## src/logic/bmu_pkg.sv

```systemverilog
// breakpoint match unit: shared constants, types and field decoders
package bmu_pkg;
  localparam int ADDR_W = 32;
  localparam int IO_W = 16;
  localparam int NBRK = 4;
  localparam int NB_W = 4;
  // debug register numbers on the move port
  localparam logic [2:0] SEL_ALIAS_ST = 3'h4;
  localparam logic [2:0] SEL_ALIAS_CT = 3'h5;
  localparam logic [2:0] SEL_STATUS = 3'h6;
  localparam logic [2:0] SEL_CTRL = 3'h7;
  // status word fields
  localparam int ST_HIT_LSB = 0;
  localparam int ST_REGACC = 13;
  localparam int ST_STEP = 14;
  localparam int ST_TASK = 15;
  localparam logic [31:0] ST_WMASK = 32'h0000E00F;
  localparam logic [31:0] ST_RESET = 32'h00000000;
  // control word fields
  localparam int CT_GUARD = 13;
  localparam int CT_KIND_LSB = 16;
  localparam int CT_SIZE_LSB = 18;
  localparam int CT_STRIDE = 4;
  localparam logic [31:0] CT_WMASK = 32'hFFFF23FF;
  localparam logic [31:0] CT_RESET = 32'h00000000;
  localparam logic [31:0] CT_LOCAL_MASK = 32'h00000055;
  localparam logic [31:0] ADDR_RESET = 32'h00000000;

  typedef enum logic [1:0] {
    KIND_EXEC = 2'b00,
    KIND_WR = 2'b01,
    KIND_IO = 2'b10,
    KIND_RW = 2'b11
  } bmu_kind_t;

  typedef enum logic [1:0] {
    SPAN_1 = 2'b00,
    SPAN_2 = 2'b01,
    SPAN_8 = 2'b10,
    SPAN_4 = 2'b11
  } bmu_span_t;

  function automatic bmu_kind_t kind_of(logic [31:0] c, int n);
    return bmu_kind_t'(c[CT_KIND_LSB + n * CT_STRIDE +: 2]);
  endfunction

  function automatic bmu_span_t span_of(logic [31:0] c, int n);
    return bmu_span_t'(c[CT_SIZE_LSB + n * CT_STRIDE +: 2]);
  endfunction
endpackage

```

## src/logic/bmu_top.sv

```systemverilog
// breakpoint match unit: debug registers, matching and exception requests
`timescale 1ns/100ps
`default_nettype none
module bmu_top #(
  parameter bit EIGHT_BYTE = 1'b0
) (
  // clock and reset
  input wire logic mclk_i,
  input wire logic rstn_i,
  // debug register move port
  input wire logic [2:0] dr_sel_i,
  input wire logic dr_wr_i,
  input wire logic dr_rd_i,
  input wire logic [31:0] dr_wdata_i,
  output logic [31:0] dr_rdata_o,
  output logic dr_undef_o,
  // core mode flags
  input wire logic ext_interp_flag_i,
  input wire logic resume_flag_i,
  input wire logic step_trap_flag_i,
  // instruction fetch
  input wire logic fetch_valid_i,
  input wire logic [bmu_pkg::ADDR_W-1:0] fetch_addr_i,
  // data access
  input wire logic data_valid_i,
  input wire logic data_write_i,
  input wire logic [bmu_pkg::ADDR_W-1:0] data_addr_i,
  input wire logic [bmu_pkg::NB_W-1:0] data_nbytes_i,
  // io access
  input wire logic io_valid_i,
  input wire logic [bmu_pkg::IO_W-1:0] io_port_i,
  input wire logic [bmu_pkg::NB_W-1:0] io_nbytes_i,
  // core events
  input wire logic mov_dr_i,
  input wire logic insn_done_i,
  input wire logic task_switch_i,
  input wire logic task_trap_i,
  input wire logic handler_entry_i,
  // exception requests and state
  output logic [bmu_pkg::NBRK-1:0] brk_hit_flags_o,
  output logic fault_req_o,
  output logic trap_req_o,
  output logic [31:0] brk_status_word_o,
  output logic [31:0] brk_control_word_o
);
  import bmu_pkg::*;

  logic [ADDR_W-1:0] brk_addr_regs [NBRK];
  logic [31:0] brk_status_word;
  logic [31:0] brk_control_word;
  logic [31:0] next_status;
  logic [31:0] next_control;
  logic [NBRK-1:0] hit;
  logic [NBRK-1:0] armed;
  logic [NBRK-1:0] is_exec;
  logic guard;
  logic reg_hit;
  logic step_hit;
  logic task_hit;
  logic exc;
  logic [2:0] sel;
  logic acc_ok;
  logic wr_ok;
  logic rd_ok;

  // register 4 and 5 fold onto 6 and 7 unless extensions are on
  function automatic logic [2:0] map_sel(logic [2:0] s, logic ext);
    if (!ext && (s == SEL_ALIAS_ST || s == SEL_ALIAS_CT)) begin
      return s + 3'h2;
    end
    return s;
  endfunction

  assign sel = map_sel(dr_sel_i, ext_interp_flag_i);
  assign dr_undef_o = (dr_wr_i || dr_rd_i) && ext_interp_flag_i
                      && (dr_sel_i == SEL_ALIAS_ST
                          || dr_sel_i == SEL_ALIAS_CT);
  assign guard = brk_control_word[CT_GUARD];
  // a guarded move never executes; the core takes the fault first
  assign acc_ok = !dr_undef_o && !guard;
  assign wr_ok = dr_wr_i && acc_ok;
  assign rd_ok = dr_rd_i && acc_ok;

  // four comparators side by side, all answer in the access cycle
  for (genvar n = 0; n < NBRK; n++) begin : g_cmp
    bmu_cmp #(
      .AW(ADDR_W),
      .EIGHT(EIGHT_BYTE)
    ) u_cmp (
      .base_i(brk_addr_regs[n]),
      .kind_i(kind_of(brk_control_word, n)),
      .span_i(span_of(brk_control_word, n)),
      .ext_i(ext_interp_flag_i),
      .resume_i(resume_flag_i),
      .fetch_v_i(fetch_valid_i),
      .fetch_addr_i(fetch_addr_i),
      .data_v_i(data_valid_i),
      .data_wr_i(data_write_i),
      .data_addr_i(data_addr_i),
      .data_nb_i(data_nbytes_i),
      .io_v_i(io_valid_i),
      .io_port_i(io_port_i),
      .io_nb_i(io_nbytes_i),
      .hit_o(hit[n])
    );
    assign armed[n] = brk_control_word[2*n]
                      | brk_control_word[2*n+1];
    assign is_exec[n] = kind_of(brk_control_word, n) == KIND_EXEC;
  end

  assign reg_hit = guard && mov_dr_i;
  assign step_hit = step_trap_flag_i && insn_done_i;
  assign task_hit = task_switch_i && task_trap_i;

  // exact flags 8 and 9 are stored but steer nothing
  assign fault_req_o = |(hit & armed & is_exec) || reg_hit;
  assign trap_req_o = |(hit & armed & ~is_exec) || step_hit
                      || task_hit;
  assign exc = fault_req_o || trap_req_o;
  assign brk_hit_flags_o = hit;

  // exception sampling wins over a software write in the same cycle
  always_comb begin
    next_status = brk_status_word;
    if (wr_ok && sel == SEL_STATUS) begin
      next_status = dr_wdata_i & ST_WMASK;
    end
    if (exc) begin
      // hits of unarmed breakpoints are recorded too
      next_status[ST_HIT_LSB +: NBRK] = hit;
      next_status[ST_REGACC] = next_status[ST_REGACC] | reg_hit;
      next_status[ST_STEP] = next_status[ST_STEP] | step_hit;
      next_status[ST_TASK] = next_status[ST_TASK] | task_hit;
    end
  end

  always_ff @(posedge mclk_i or negedge rstn_i) begin
    if (!rstn_i) begin
      brk_status_word <= ST_RESET;
    end else begin
      brk_status_word <= next_status;
    end
  end

  // hardware clears win over a software write in the same cycle
  always_comb begin
    next_control = brk_control_word;
    if (wr_ok && sel == SEL_CTRL) begin
      next_control = dr_wdata_i & CT_WMASK;
    end
    if (task_switch_i) begin
      next_control = next_control & ~CT_LOCAL_MASK;
    end
    if (handler_entry_i) begin
      next_control[CT_GUARD] = 1'b0;
    end
  end

  always_ff @(posedge mclk_i or negedge rstn_i) begin
    if (!rstn_i) begin
      brk_control_word <= CT_RESET;
    end else begin
      brk_control_word <= next_control;
    end
  end

  always_ff @(posedge mclk_i or negedge rstn_i) begin
    if (!rstn_i) begin
      for (int i = 0; i < NBRK; i++) begin
        brk_addr_regs[i] <= ADDR_RESET;
      end
    end else if (wr_ok && sel < 3'(NBRK)) begin
      brk_addr_regs[sel[1:0]] <= dr_wdata_i;
    end
  end

  // read data are held until the next accepted read
  always_ff @(posedge mclk_i or negedge rstn_i) begin
    if (!rstn_i) begin
      dr_rdata_o <= 32'h00000000;
    end else if (rd_ok) begin
      if (sel == SEL_STATUS) begin
        dr_rdata_o <= brk_status_word;
      end else if (sel == SEL_CTRL) begin
        dr_rdata_o <= brk_control_word;
      end else begin
        dr_rdata_o <= brk_addr_regs[sel[1:0]];
      end
    end
  end

  assign brk_status_word_o = brk_status_word;
  assign brk_control_word_o = brk_control_word;

  a_status_hold: assert property (
    @(posedge mclk_i) disable iff (!rstn_i)
    !exc && !(wr_ok && sel == SEL_STATUS)
    |=> $stable(brk_status_word))
    else $error("status word changed without exception");

  a_hit_sample: assert property (
    @(posedge mclk_i) disable iff (!rstn_i)
    exc |=> brk_status_word[3:0] == $past(hit))
    else $error("hit flags not sampled on exception");

  a_guard_fault: assert property (
    @(posedge mclk_i) disable iff (!rstn_i)
    guard && mov_dr_i
    |-> fault_req_o ##1 brk_status_word[ST_REGACC])
    else $error("guarded move did not fault with access flag");

  a_regacc_only: assert property (
    @(posedge mclk_i) disable iff (!rstn_i)
    !guard && !(wr_ok && sel == SEL_STATUS)
    && !brk_status_word[ST_REGACC]
    |=> !brk_status_word[ST_REGACC])
    else $error("access flag set while guard off");

  a_step_flag: assert property (
    @(posedge mclk_i) disable iff (!rstn_i)
    step_trap_flag_i && insn_done_i
    |-> trap_req_o ##1 brk_status_word[ST_STEP])
    else $error("single step not reported");

  a_task_flag: assert property (
    @(posedge mclk_i) disable iff (!rstn_i)
    task_switch_i && task_trap_i
    |-> trap_req_o ##1 brk_status_word[ST_TASK])
    else $error("task trap not reported");

  a_no_self_clear: assert property (
    @(posedge mclk_i) disable iff (!rstn_i)
    !(wr_ok && sel == SEL_STATUS)
    |=> (brk_status_word[15:13] & $past(brk_status_word[15:13]))
        == $past(brk_status_word[15:13]))
    else $error("device cleared a high status bit");

  a_local_clear: assert property (
    @(posedge mclk_i) disable iff (!rstn_i)
    task_switch_i
    |=> (brk_control_word & CT_LOCAL_MASK) == 32'h00000000)
    else $error("per-task arm bits survived task switch");

  a_global_keep: assert property (
    @(posedge mclk_i) disable iff (!rstn_i)
    task_switch_i && !(wr_ok && sel == SEL_CTRL)
    |=> (brk_control_word[7:1] & 7'h55)
        == ($past(brk_control_word[7:1]) & 7'h55))
    else $error("all-task arm bits changed on task switch");

  a_guard_clear: assert property (
    @(posedge mclk_i) disable iff (!rstn_i)
    handler_entry_i |=> !guard)
    else $error("guard flag not cleared on handler entry");

  a_armed_trap: assert property (
    @(posedge mclk_i) disable iff (!rstn_i)
    |(hit & armed & ~is_exec) |-> trap_req_o)
    else $error("armed data hit raised no trap");

  a_resume_quiet: assert property (
    @(posedge mclk_i) disable iff (!rstn_i)
    resume_flag_i && !(guard && mov_dr_i) |-> !fault_req_o)
    else $error("instruction fault under resume flag");

  a_unarmed_idle: assert property (
    @(posedge mclk_i) disable iff (!rstn_i)
    armed == 4'h0 && !step_hit && !task_hit && !reg_hit
    |-> !fault_req_o && !trap_req_o)
    else $error("request without an armed cause");
endmodule
`default_nettype wire

```

## src/logic/bmu_cmp.sv

```systemverilog
// breakpoint match unit: one address comparator
`timescale 1ns/100ps
`default_nettype none
module bmu_cmp #(
  parameter int unsigned AW = 32,
  parameter bit EIGHT = 1'b0
) (
  // breakpoint setup
  input wire logic [AW-1:0] base_i,
  input wire bmu_pkg::bmu_kind_t kind_i,
  input wire bmu_pkg::bmu_span_t span_i,
  input wire logic ext_i,
  input wire logic resume_i,
  // core accesses
  input wire logic fetch_v_i,
  input wire logic [AW-1:0] fetch_addr_i,
  input wire logic data_v_i,
  input wire logic data_wr_i,
  input wire logic [AW-1:0] data_addr_i,
  input wire logic [bmu_pkg::NB_W-1:0] data_nb_i,
  input wire logic io_v_i,
  input wire logic [bmu_pkg::IO_W-1:0] io_port_i,
  input wire logic [bmu_pkg::NB_W-1:0] io_nb_i,
  // result
  output logic hit_o
);
  import bmu_pkg::*;

  logic [2:0] lowmask;
  logic [3:0] len;
  logic span_ok;
  logic [AW-1:0] lo;
  logic [AW-1:0] io_addr;

  // any byte of [a, a+n-1] inside [lo, lo+l-1]
  function automatic logic overlap(logic [AW-1:0] a, logic [3:0] n,
                                   logic [AW-1:0] b, logic [3:0] l);
    logic [AW:0] a_end;
    logic [AW:0] b_end;
    a_end = {1'b0, a} + {{(AW-3){1'b0}}, n} - {{AW{1'b0}}, 1'b1};
    b_end = {1'b0, b} + {{(AW-3){1'b0}}, l} - {{AW{1'b0}}, 1'b1};
    return (n != 4'h0) && ({1'b0, a} <= b_end) && (a_end >= {1'b0, b});
  endfunction

  always_comb begin
    unique case (span_i)
      SPAN_1: begin
        lowmask = 3'h0; len = 4'h1; span_ok = 1'b1;
      end
      SPAN_2: begin
        lowmask = 3'h1; len = 4'h2; span_ok = 1'b1;
      end
      SPAN_4: begin
        lowmask = 3'h3; len = 4'h4; span_ok = 1'b1;
      end
      SPAN_8: begin
        // without the option the encoding never matches a data or io access
        lowmask = 3'h7; len = 4'h8; span_ok = EIGHT;
      end
    endcase
  end

  assign lo = base_i & ~{{(AW-3){1'b0}}, lowmask};
  assign io_addr = {{(AW-IO_W){1'b0}}, io_port_i};

  always_comb begin
    unique case (kind_i)
      // exact compare: only the first byte, size must be 1; other sizes clear the low base bits before the compare
      KIND_EXEC: hit_o = fetch_v_i && !resume_i
                         && fetch_addr_i == lo;
      KIND_WR: hit_o = span_ok && data_v_i && data_wr_i
                       && overlap(data_addr_i, data_nb_i, lo, len);
      // undefined without extensions: never matches
      KIND_IO: hit_o = span_ok && ext_i && io_v_i
                       && overlap(io_addr, io_nb_i, lo, len);
      KIND_RW: hit_o = span_ok && data_v_i
                       && overlap(data_addr_i, data_nb_i, lo, len);
    endcase
  end
endmodule
`default_nettype wire

```

## config.mk

```make
export PLATFORM = sky130hd
export DESIGN_NAME = bmu_top
export DESIGN_NICKNAME = d
export VERILOG_FILES = /design/src/logic/bmu_pkg.sv /design/src/logic/bmu_top.sv /design/src/logic/bmu_cmp.sv
export SDC_FILE = /design/constraint.sdc
export NUM_CORES = 1
export LEC_CHECK = 0
export ABC_CLOCK_PERIOD_IN_PS = 7850
export BUFFER_PORTS_ARGS = -buffer_cell sky130_fd_sc_hd__buf_2
export CELL_PAD_IN_SITES_DETAIL_PLACEMENT = 0
export CELL_PAD_IN_SITES_GLOBAL_PLACEMENT = 1
export CORE_ASPECT_RATIO = 0.75
export CORE_MARGIN = 2
export CORE_UTILIZATION = 30
export CTS_CLUSTER_SIZE = 40
export DETAILED_ROUTE_END_ITERATION = 12
export PLACE_DENSITY_LB_ADDON = 0.1
export SLEW_MARGIN = 20
export SYNTH_ARGS = -nofsm -noshare
export SYNTH_HDL_FRONTEND = slang
export SYNTH_SLANG_ARGS = --single-unit
```

## constraint.sdc

```tcl
create_clock -name mclk_i -period 7.85 [get_ports mclk_i]
set_input_delay 0.785 -clock mclk_i [delete_from_list [all_inputs] [get_ports mclk_i]]
set_output_delay 0.785 -clock mclk_i [all_outputs]
set_load 0.005 [all_outputs]
```

# [Word level (Yosys, flattened, before mapping)]
# Cells that the tools add are included.
[totals] input_bits=139 out_inout_bits=103 ff_bits=199
[op_classes] n_lt_le_gt_ge=19 muxes=33 n_bitwise=20 addsub=13 eq_ne=32 n_reduce_logical=90
[ops] cell="$ge A33 B32 Y1" n=8
[ops] cell="$sub A33 B1 Y33 const B" n=6
[ops] cell="$mux W32" n=6
[ops] cell="$add A32 B4 Y33" n=5
[ops] cell="$le A16 B33 Y1" n=4
[ops] cell="$le A32 B33 Y1" n=4
[ops] cell="$and A32 B32 Y32" n=4
[ops] cell="$bwmux W128" n=1
[ops] cell="$eq A32 B32 Y1" n=4
[ops] cell="$not A3 Y32" n=4
[ops] cell="$bmux W32 S2" n=1
[ops] cell="$demux W32 S2" n=1
[ops] cell="$pmux W4 S4" n=4
[ops] cell="$logic_and A1 B1 Y1" n=62
[ops] cell="$pmux W3 S4" n=4
[ops] cell="$eq A2 B2 Y1 const B" n=16
[ops] cell="$add A16 B4 Y17" n=1
[ops] cell="$eq A2 B1 Y1 const B" n=8
[ops] cell="$logic_not A2 Y1" n=8
[ops] cell="$mux W16" n=1
[ops] cell="$pmux W1 S4" n=4
[ops] cell="$and A4 B4 Y4" n=3
[ops] cell="$eq A3 B3 Y1 const B" n=4
[ops] cell="$reduce_or A3 Y1" n=4
[ops] cell="other kinds (17)" n=40

# [Logic depth before layout (Yosys ltp)]
[depth] depth_word=18 ltp_mapped=30 ltp_nobuf=30

# [Hierarchy]
# A second synthesis with hierarchy kept.
[unflattened] hier_cells=4778 hier_area_um2=38554.5
[modules_own_cells] module="bmu_cmp (g_cmp[0].u_cmp ...)" cells_per_inst=1027 n_inst=3 area_each_um2=7404.6
[modules_own_cells] module="bmu_top" cells_per_inst=663 n_inst=1 area_each_um2=8891.0
[modules_own_cells] module="bmu_cmp (g_cmp[1].u_cmp)" cells_per_inst=1034 n_inst=1 area_each_um2=7449.6

# [Worst setup path after synthesis]
# OpenSTA, ideal clock, no wires.
[synth_timing] path_type="input -> output" start="input io_port_i[0] in the netlist's numbering" end="output fault_req_o" required_ps=7065 n_path_buf=2 setup_slack_ps=1009 cell_stages=26 arrival_ps=6056 cell_sequence="ha_1 -> fa_1 -> a21o_1 -> a21oi_1 -> nor2_1 -> xnor2_1 -> or4b_2 -> clkbuf_1 -> nor2_1 -> nand3_1 -> clkbuf_1 -> o32ai_1 -> xor2_1 -> ha_1 -> nand2_1 -> o21ai_0 -> a31oi_1 -> nand2_1 -> o2111ai_1 -> nand2_1 -> inv_1 -> a211oi_1 -> o31ai_1 -> or2_1 -> nor3_1 -> or3_1"
[synth_via] elab_chain_cells=10 word_cells_on_any_way=30
[synth_rtl] item="start: declaration" line="bmu_top.sv:31" rtl="input wire logic [bmu_pkg::IO_W-1:0] io_port_i,"
[synth_rtl] item="$add A16 B4 Y17" line="bmu_cmp.sv:40" rtl="a_end = {1'b0, a} + {{(AW-3){1'b0}}, n} - {{AW{1'b0}}, 1'b1};"
[synth_rtl] item="$sub A33 B1 Y33" line="bmu_cmp.sv:40"
[synth_rtl] item="$ge A33 B32 Y1" line="bmu_cmp.sv:42" rtl="return (n != 4'h0) && ({1'b0, a} <= b_end) && (a_end >= {1'b0, b});"
[synth_rtl] item="$logic_and A1 B1 Y1" line="bmu_cmp.sv:42"
[synth_rtl] item="$logic_and A1 B1 Y1" line="bmu_cmp.sv:75" rtl="&& overlap(io_addr, io_nb_i, lo, len);"
[synth_rtl] item="$pmux W1 S4" line="bmu_cmp.sv:67" rtl="unique case (kind_i)"
[synth_rtl] item="$and A4 B4 Y4 * (2 in a row)" line="bmu_top.sv:116" rtl="assign fault_req_o = |(hit & armed & is_exec) || reg_hit;"
[synth_rtl] item="$reduce_or A4 Y1 *" line="bmu_top.sv:116"
[synth_rtl] item="$logic_or A1 B1 Y1 *" line="bmu_top.sv:116"
[synth_rtl] item="end: declaration" line="bmu_top.sv:41" rtl="output logic fault_req_o,"
# Every way passes the cells marked *; elsewhere a longest branch is shown, timed or not.

# [Final worst setup path]
[layout_timing] start="register brk_control_word[30], in the netlist brk_control_word_o[30]" end="output fault_req_o"
[layout_via] elab_chain_cells=15 word_cells_on_any_way=34
[layout_rtl] item="start: declaration" line="bmu_top.sv:50" rtl="logic [31:0] brk_control_word;"
[layout_rtl] item="start signal: assignment" line="bmu_top.sv:163" rtl="brk_control_word <= next_control;"
[layout_rtl] item="$eq A2 B2 Y1 (tied with other cells)" line="bmu_cmp.sv:46" rtl="unique case (span_i)"
[layout_rtl] item="$pmux W3 S4" line="bmu_cmp.sv:46"
[layout_rtl] item="$not A3 Y32" line="bmu_cmp.sv:63" rtl="assign lo = base_i & ~{{(AW-3){1'b0}}, lowmask};"
[layout_rtl] item="$and A32 B32 Y32" line="bmu_cmp.sv:63"
[layout_rtl] item="$add A32 B4 Y33" line="bmu_cmp.sv:41" rtl="b_end = {1'b0, b} + {{(AW-3){1'b0}}, l} - {{AW{1'b0}}, 1'b1};"
[layout_rtl] item="$sub A33 B1 Y33" line="bmu_cmp.sv:41"
[layout_rtl] item="$le A32 B33 Y1 / $le A16 B33 Y1 (equally long branches)" line="bmu_cmp.sv:42"
[layout_rtl] item="$logic_and A1 B1 Y1 (2 in a row)" line="bmu_cmp.sv:42"
[layout_rtl] item="$logic_and A1 B1 Y1, on equally long branches" line="bmu_cmp.sv:77, bmu_cmp.sv:72, bmu_cmp.sv:75"
[layout_rtl] item="$pmux W1 S4 *" line="bmu_cmp.sv:67"
[layout_rtl] item="$and A4 B4 Y4 * (2 in a row)" line="bmu_top.sv:116"
[layout_rtl] item="$reduce_or A4 Y1 *" line="bmu_top.sv:116"
[layout_rtl] item="$logic_or A1 B1 Y1 *" line="bmu_top.sv:116"
# Marked as above.

==> impl_metrics.toml <==
[global_route]
grt_max_degree = 72
grt-ovfl-total = 0
grt_pass1_vias = 29520
track_usage_pct = 31.02
antenna_found_initial = 18
grt_pass1_wl_um = 231100

[cells_and_area]
syn_to_final_growth_pct = 16.12
layout-drive-gt1-share_pct = 17.36
fin_cells = 5493
fin_nets = 4885

[drt]
remaining_drc_errors = 0
wirelength_um = 168400
firstDrtPassIters = 6
wl_per_cell_um = 30.66
drt_iter0_markers = 3137
num_vias = 31860
ant_nets = 0
vias_per_cell = 5.799

[sta]
period_share_pct = 97.39
finalHoldViolations = 0
fmax_mhz = 130.8
fin_skew_ns = 0.01734
tns_ns = 0
worstMarginPinSlew_ns = 1.254
relSlewSlack_pct = 15.71
setup_viol = 0
fin_crit_ns = 7.645
whs_ns = 0.3422
slew_violations = 0

[floorplanning]
io_pins = 242
core_um2 = 102900
dieArea_um2 = 105900
die_x_um = 375.1
row_count = 102
die_h_um = 282.3
start_util_pct = 30.12

[worst_setup_path]
worstSetupPathType = "register to output pin"
crit_family = "simple AND/OR/NAND/NOR gates"
r2r-start = "brk_control_word_o[23]"
start_kind = "register"
critPathArrivalTime_ns = 6.86
critical_path.slowest_cell = "xnor2_1"
crit_path_frequent_cell = "ha_1"
worstPathRequired_ns = 7.07
critPathMaxStageDelay_ns = 0.53
cp-end-kind = "output pin"
crit_buf_inv = 5
worstPathMaxFanout = 8
startpoint = "brk_control_word_o[30]"

[synthesis]
synthDistinctLibCells = 98
synth-async-reset-ratio_pct = 100.0
ys.flop_type = "dfrtp_1"
ys_ff_latch = 194
yosys.area.top_type = "ha_1"
synth_edf_count = 0
yosys_warnings = 0
synth_top_area_share_pct = 24.96
avgSynthCellArea_um2 = 8.233
synthesis.area_um2 = 30980
synthTopCellsByArea = "ha_1, dfrtp_1, a21oi_1, xor2_1, a21o_1"
synthCells = 3763
yosysSeqAreaShare_pct = 15.67

[cts]
cts_tree = "done"
cts.sinks = 194
clockBufferDepth = 2
cts_buffers = 17
insertion_delay_ns = 0.47
cts_hold_buf = 0
path_clk_slew_ns = 0.09
cts-htree-levels = 4
root_buffer = "clkbuf_16"

[power_and_ir_drop]
power-per-cell-area_nw_per_um2 = 336.2
total_power_w = 0.01209
cellLeakagePower_nw = 17.29
ir_worst_vdd_v = 0.0001428

[place]
portBuffers = 211
place_hpwl_um = 147200
placed_cells = 5452
gp_congestion = 1.059

[run]
maxCapViolCount = 0

[min_path]
hold_class = "input port to asynchronous set/reset pin"

[run_status]
run_status = "finished clean"
-- layout by cell type, fill, tap and decap left out, types with 12 or more instances in the layout --
cell       instances
a21oi_1          308
buf_2            210
or2_2             21
a211o_1           15
nor4_1            44
o21a_1            40
xnor2_1           99
nor2_1           180
or3_1             28
mux2_2            99
inv_1            244
nor3_1            60
a211oi_1          35
a21o_1           166
nor3b_1           12
nand3_1           74
o211ai_1          49
mux4_2            28
nand2b_1          46
nor2b_1           38
nand2_1          293
clkbuf_16         17
xor2_1           151
a31oi_1           21
ha_1             616
o21ai_0          244
buf_4            225
conb_1            30
nand4_1          117
dfrtp_1          189
and2_1            27
o2111ai_1         12
mux2i_1           23
and3_1            58
o31ai_1           13
a311oi_1          12
and4_1            19
-- power breakdown --
part	switching (W)	total [W]	internal [W]
registers	0.000442	0.00166	0.00121
logic	0.00595	0.00950	0.00355
clock network	0.000480	0.000941	0.000461
total	0.00687	0.0121	0.00523
-- sequential cells by signal, indices dropped and copies added (netlist names) --
name / cells
brk_status_word_o: 7
brk_control_word_o: 27
dr_rdata_o: 32
brk_addr_regs: 128
-- worst register-to-register path, stage by stage (launching register included) --
cell	delay [ns]
dfrtp_2	0.51
nand2b_1	0.21
ha_1	0.28
inv_1	0.05
ha_1	0.23
a211oi_1	0.46
o211ai_1	0.28
a211o_1	0.39
and3_1	0.27
o21ai_0	0.28
a22oi_1	0.11
a21oi_1	0.18
xor2_1	0.53
ha_1	0.36
o21ai_0	0.09
nand2_1	0.12
a2111oi_0	0.38
a21boi_0	0.24
a211o_1	0.26
o31ai_1	0.11
buf_4	0.16
o21ai_0	0.17
o22ai_2	0.15
buf_4	0.18
nand4_1	0.10
mux2_2	0.33
-- final cells by class --
class,count,area [um2]
Fill cell,11010,66890
Multi-Input combinational cell,3223,25040
Sequential cell,194,4861
Timing Repair Buffer,440,2824
Tap cell,1352,1692
Inverter,246,923.4
Clock buffer,17,425.4
Clock inverter,15,191.4
Antenna cell,6,15.01
-- layer usage --
metal | vias up | GRT usage (%) | part of all wire, % | wire [um]
li1 | 14730 | - | - | -
met1 | 15720 | 47.62 | 50 | 83880
met2 | 1282 | 44.75 | 40 | 66580
met3 | 117 | 4.469 | 7.9 | 13330
met4 | 8 | 7.517 | 2.7 | 4544
met5 | - | 0 | 0.037 | 62
-- stage by stage --
stage / instance area, um2 / setup WS, ns / util, %
floorplan: 31090 / 1.009 / -
global placement: 35000 / -0.5022 / 34.02
detailed placement: 35010 / 0.07035 / 34.03
CTS: 35650 / 0.05380 / 34.66
global route: 35960 / -0.0003113 / 34.96
finish: 35970 / 0.2045 / 34.97
-- final timing paths --
check                           cells after the start  slack, ns                      to
worst max-delay path                               25       0.20             fault_req_o
max in group asynchronous                           2       6.09  brk_control_word_o[26]
min in group mclk_i                                 2       0.46  brk_control_word_o[13]
worst min register to register                      2       0.48          dr_rdata_o[22]
worst min-delay path                                1       0.34           dr_rdata_o[2]
worst max register to register                     25       1.30    brk_status_word_o[0]
-- synth_stat cells (all sizes together), types with 101 or more instances --
cell and number:
ha 618, nand2 295, xnor2 107, nand4 117
a21o 166, a21oi 319, dfrtp 194, inv 246
xor2 151, o21ai 257, nor2 181, mux2 101
-- kinds of logic (layout without fill, tap and decap cells) --
| logic type | count (synthesis) | after routing | synth area share [%] |
|---|---|---|---|
| AND/OR/NAND/NOR | 1082 | 1082 | 18.02 |
| AO/OA/AOI/OAI | 1076 | 1076 | 22.14 |
| adder cells (fa/ha/maj) | 624 | 624 | 25.35 |
| buffers and inverters | 375 | 718 | 5.024 |
| XOR/XNOR | 258 | 258 | 7.294 |
| flip-flops | 194 | 194 | 15.67 |
| multiplexers | 153 | 153 | 6.494 |
| other | 1 | 36 | 0.01210 |
-- timing repair --
item,CTS,global route
gates cloned,0,0
endpoints found under the setup margin,3,4
gates resized for setup,8,62
buffers inserted,0,3
pin swaps,0,11
Power figures use the tool's default switching activity.
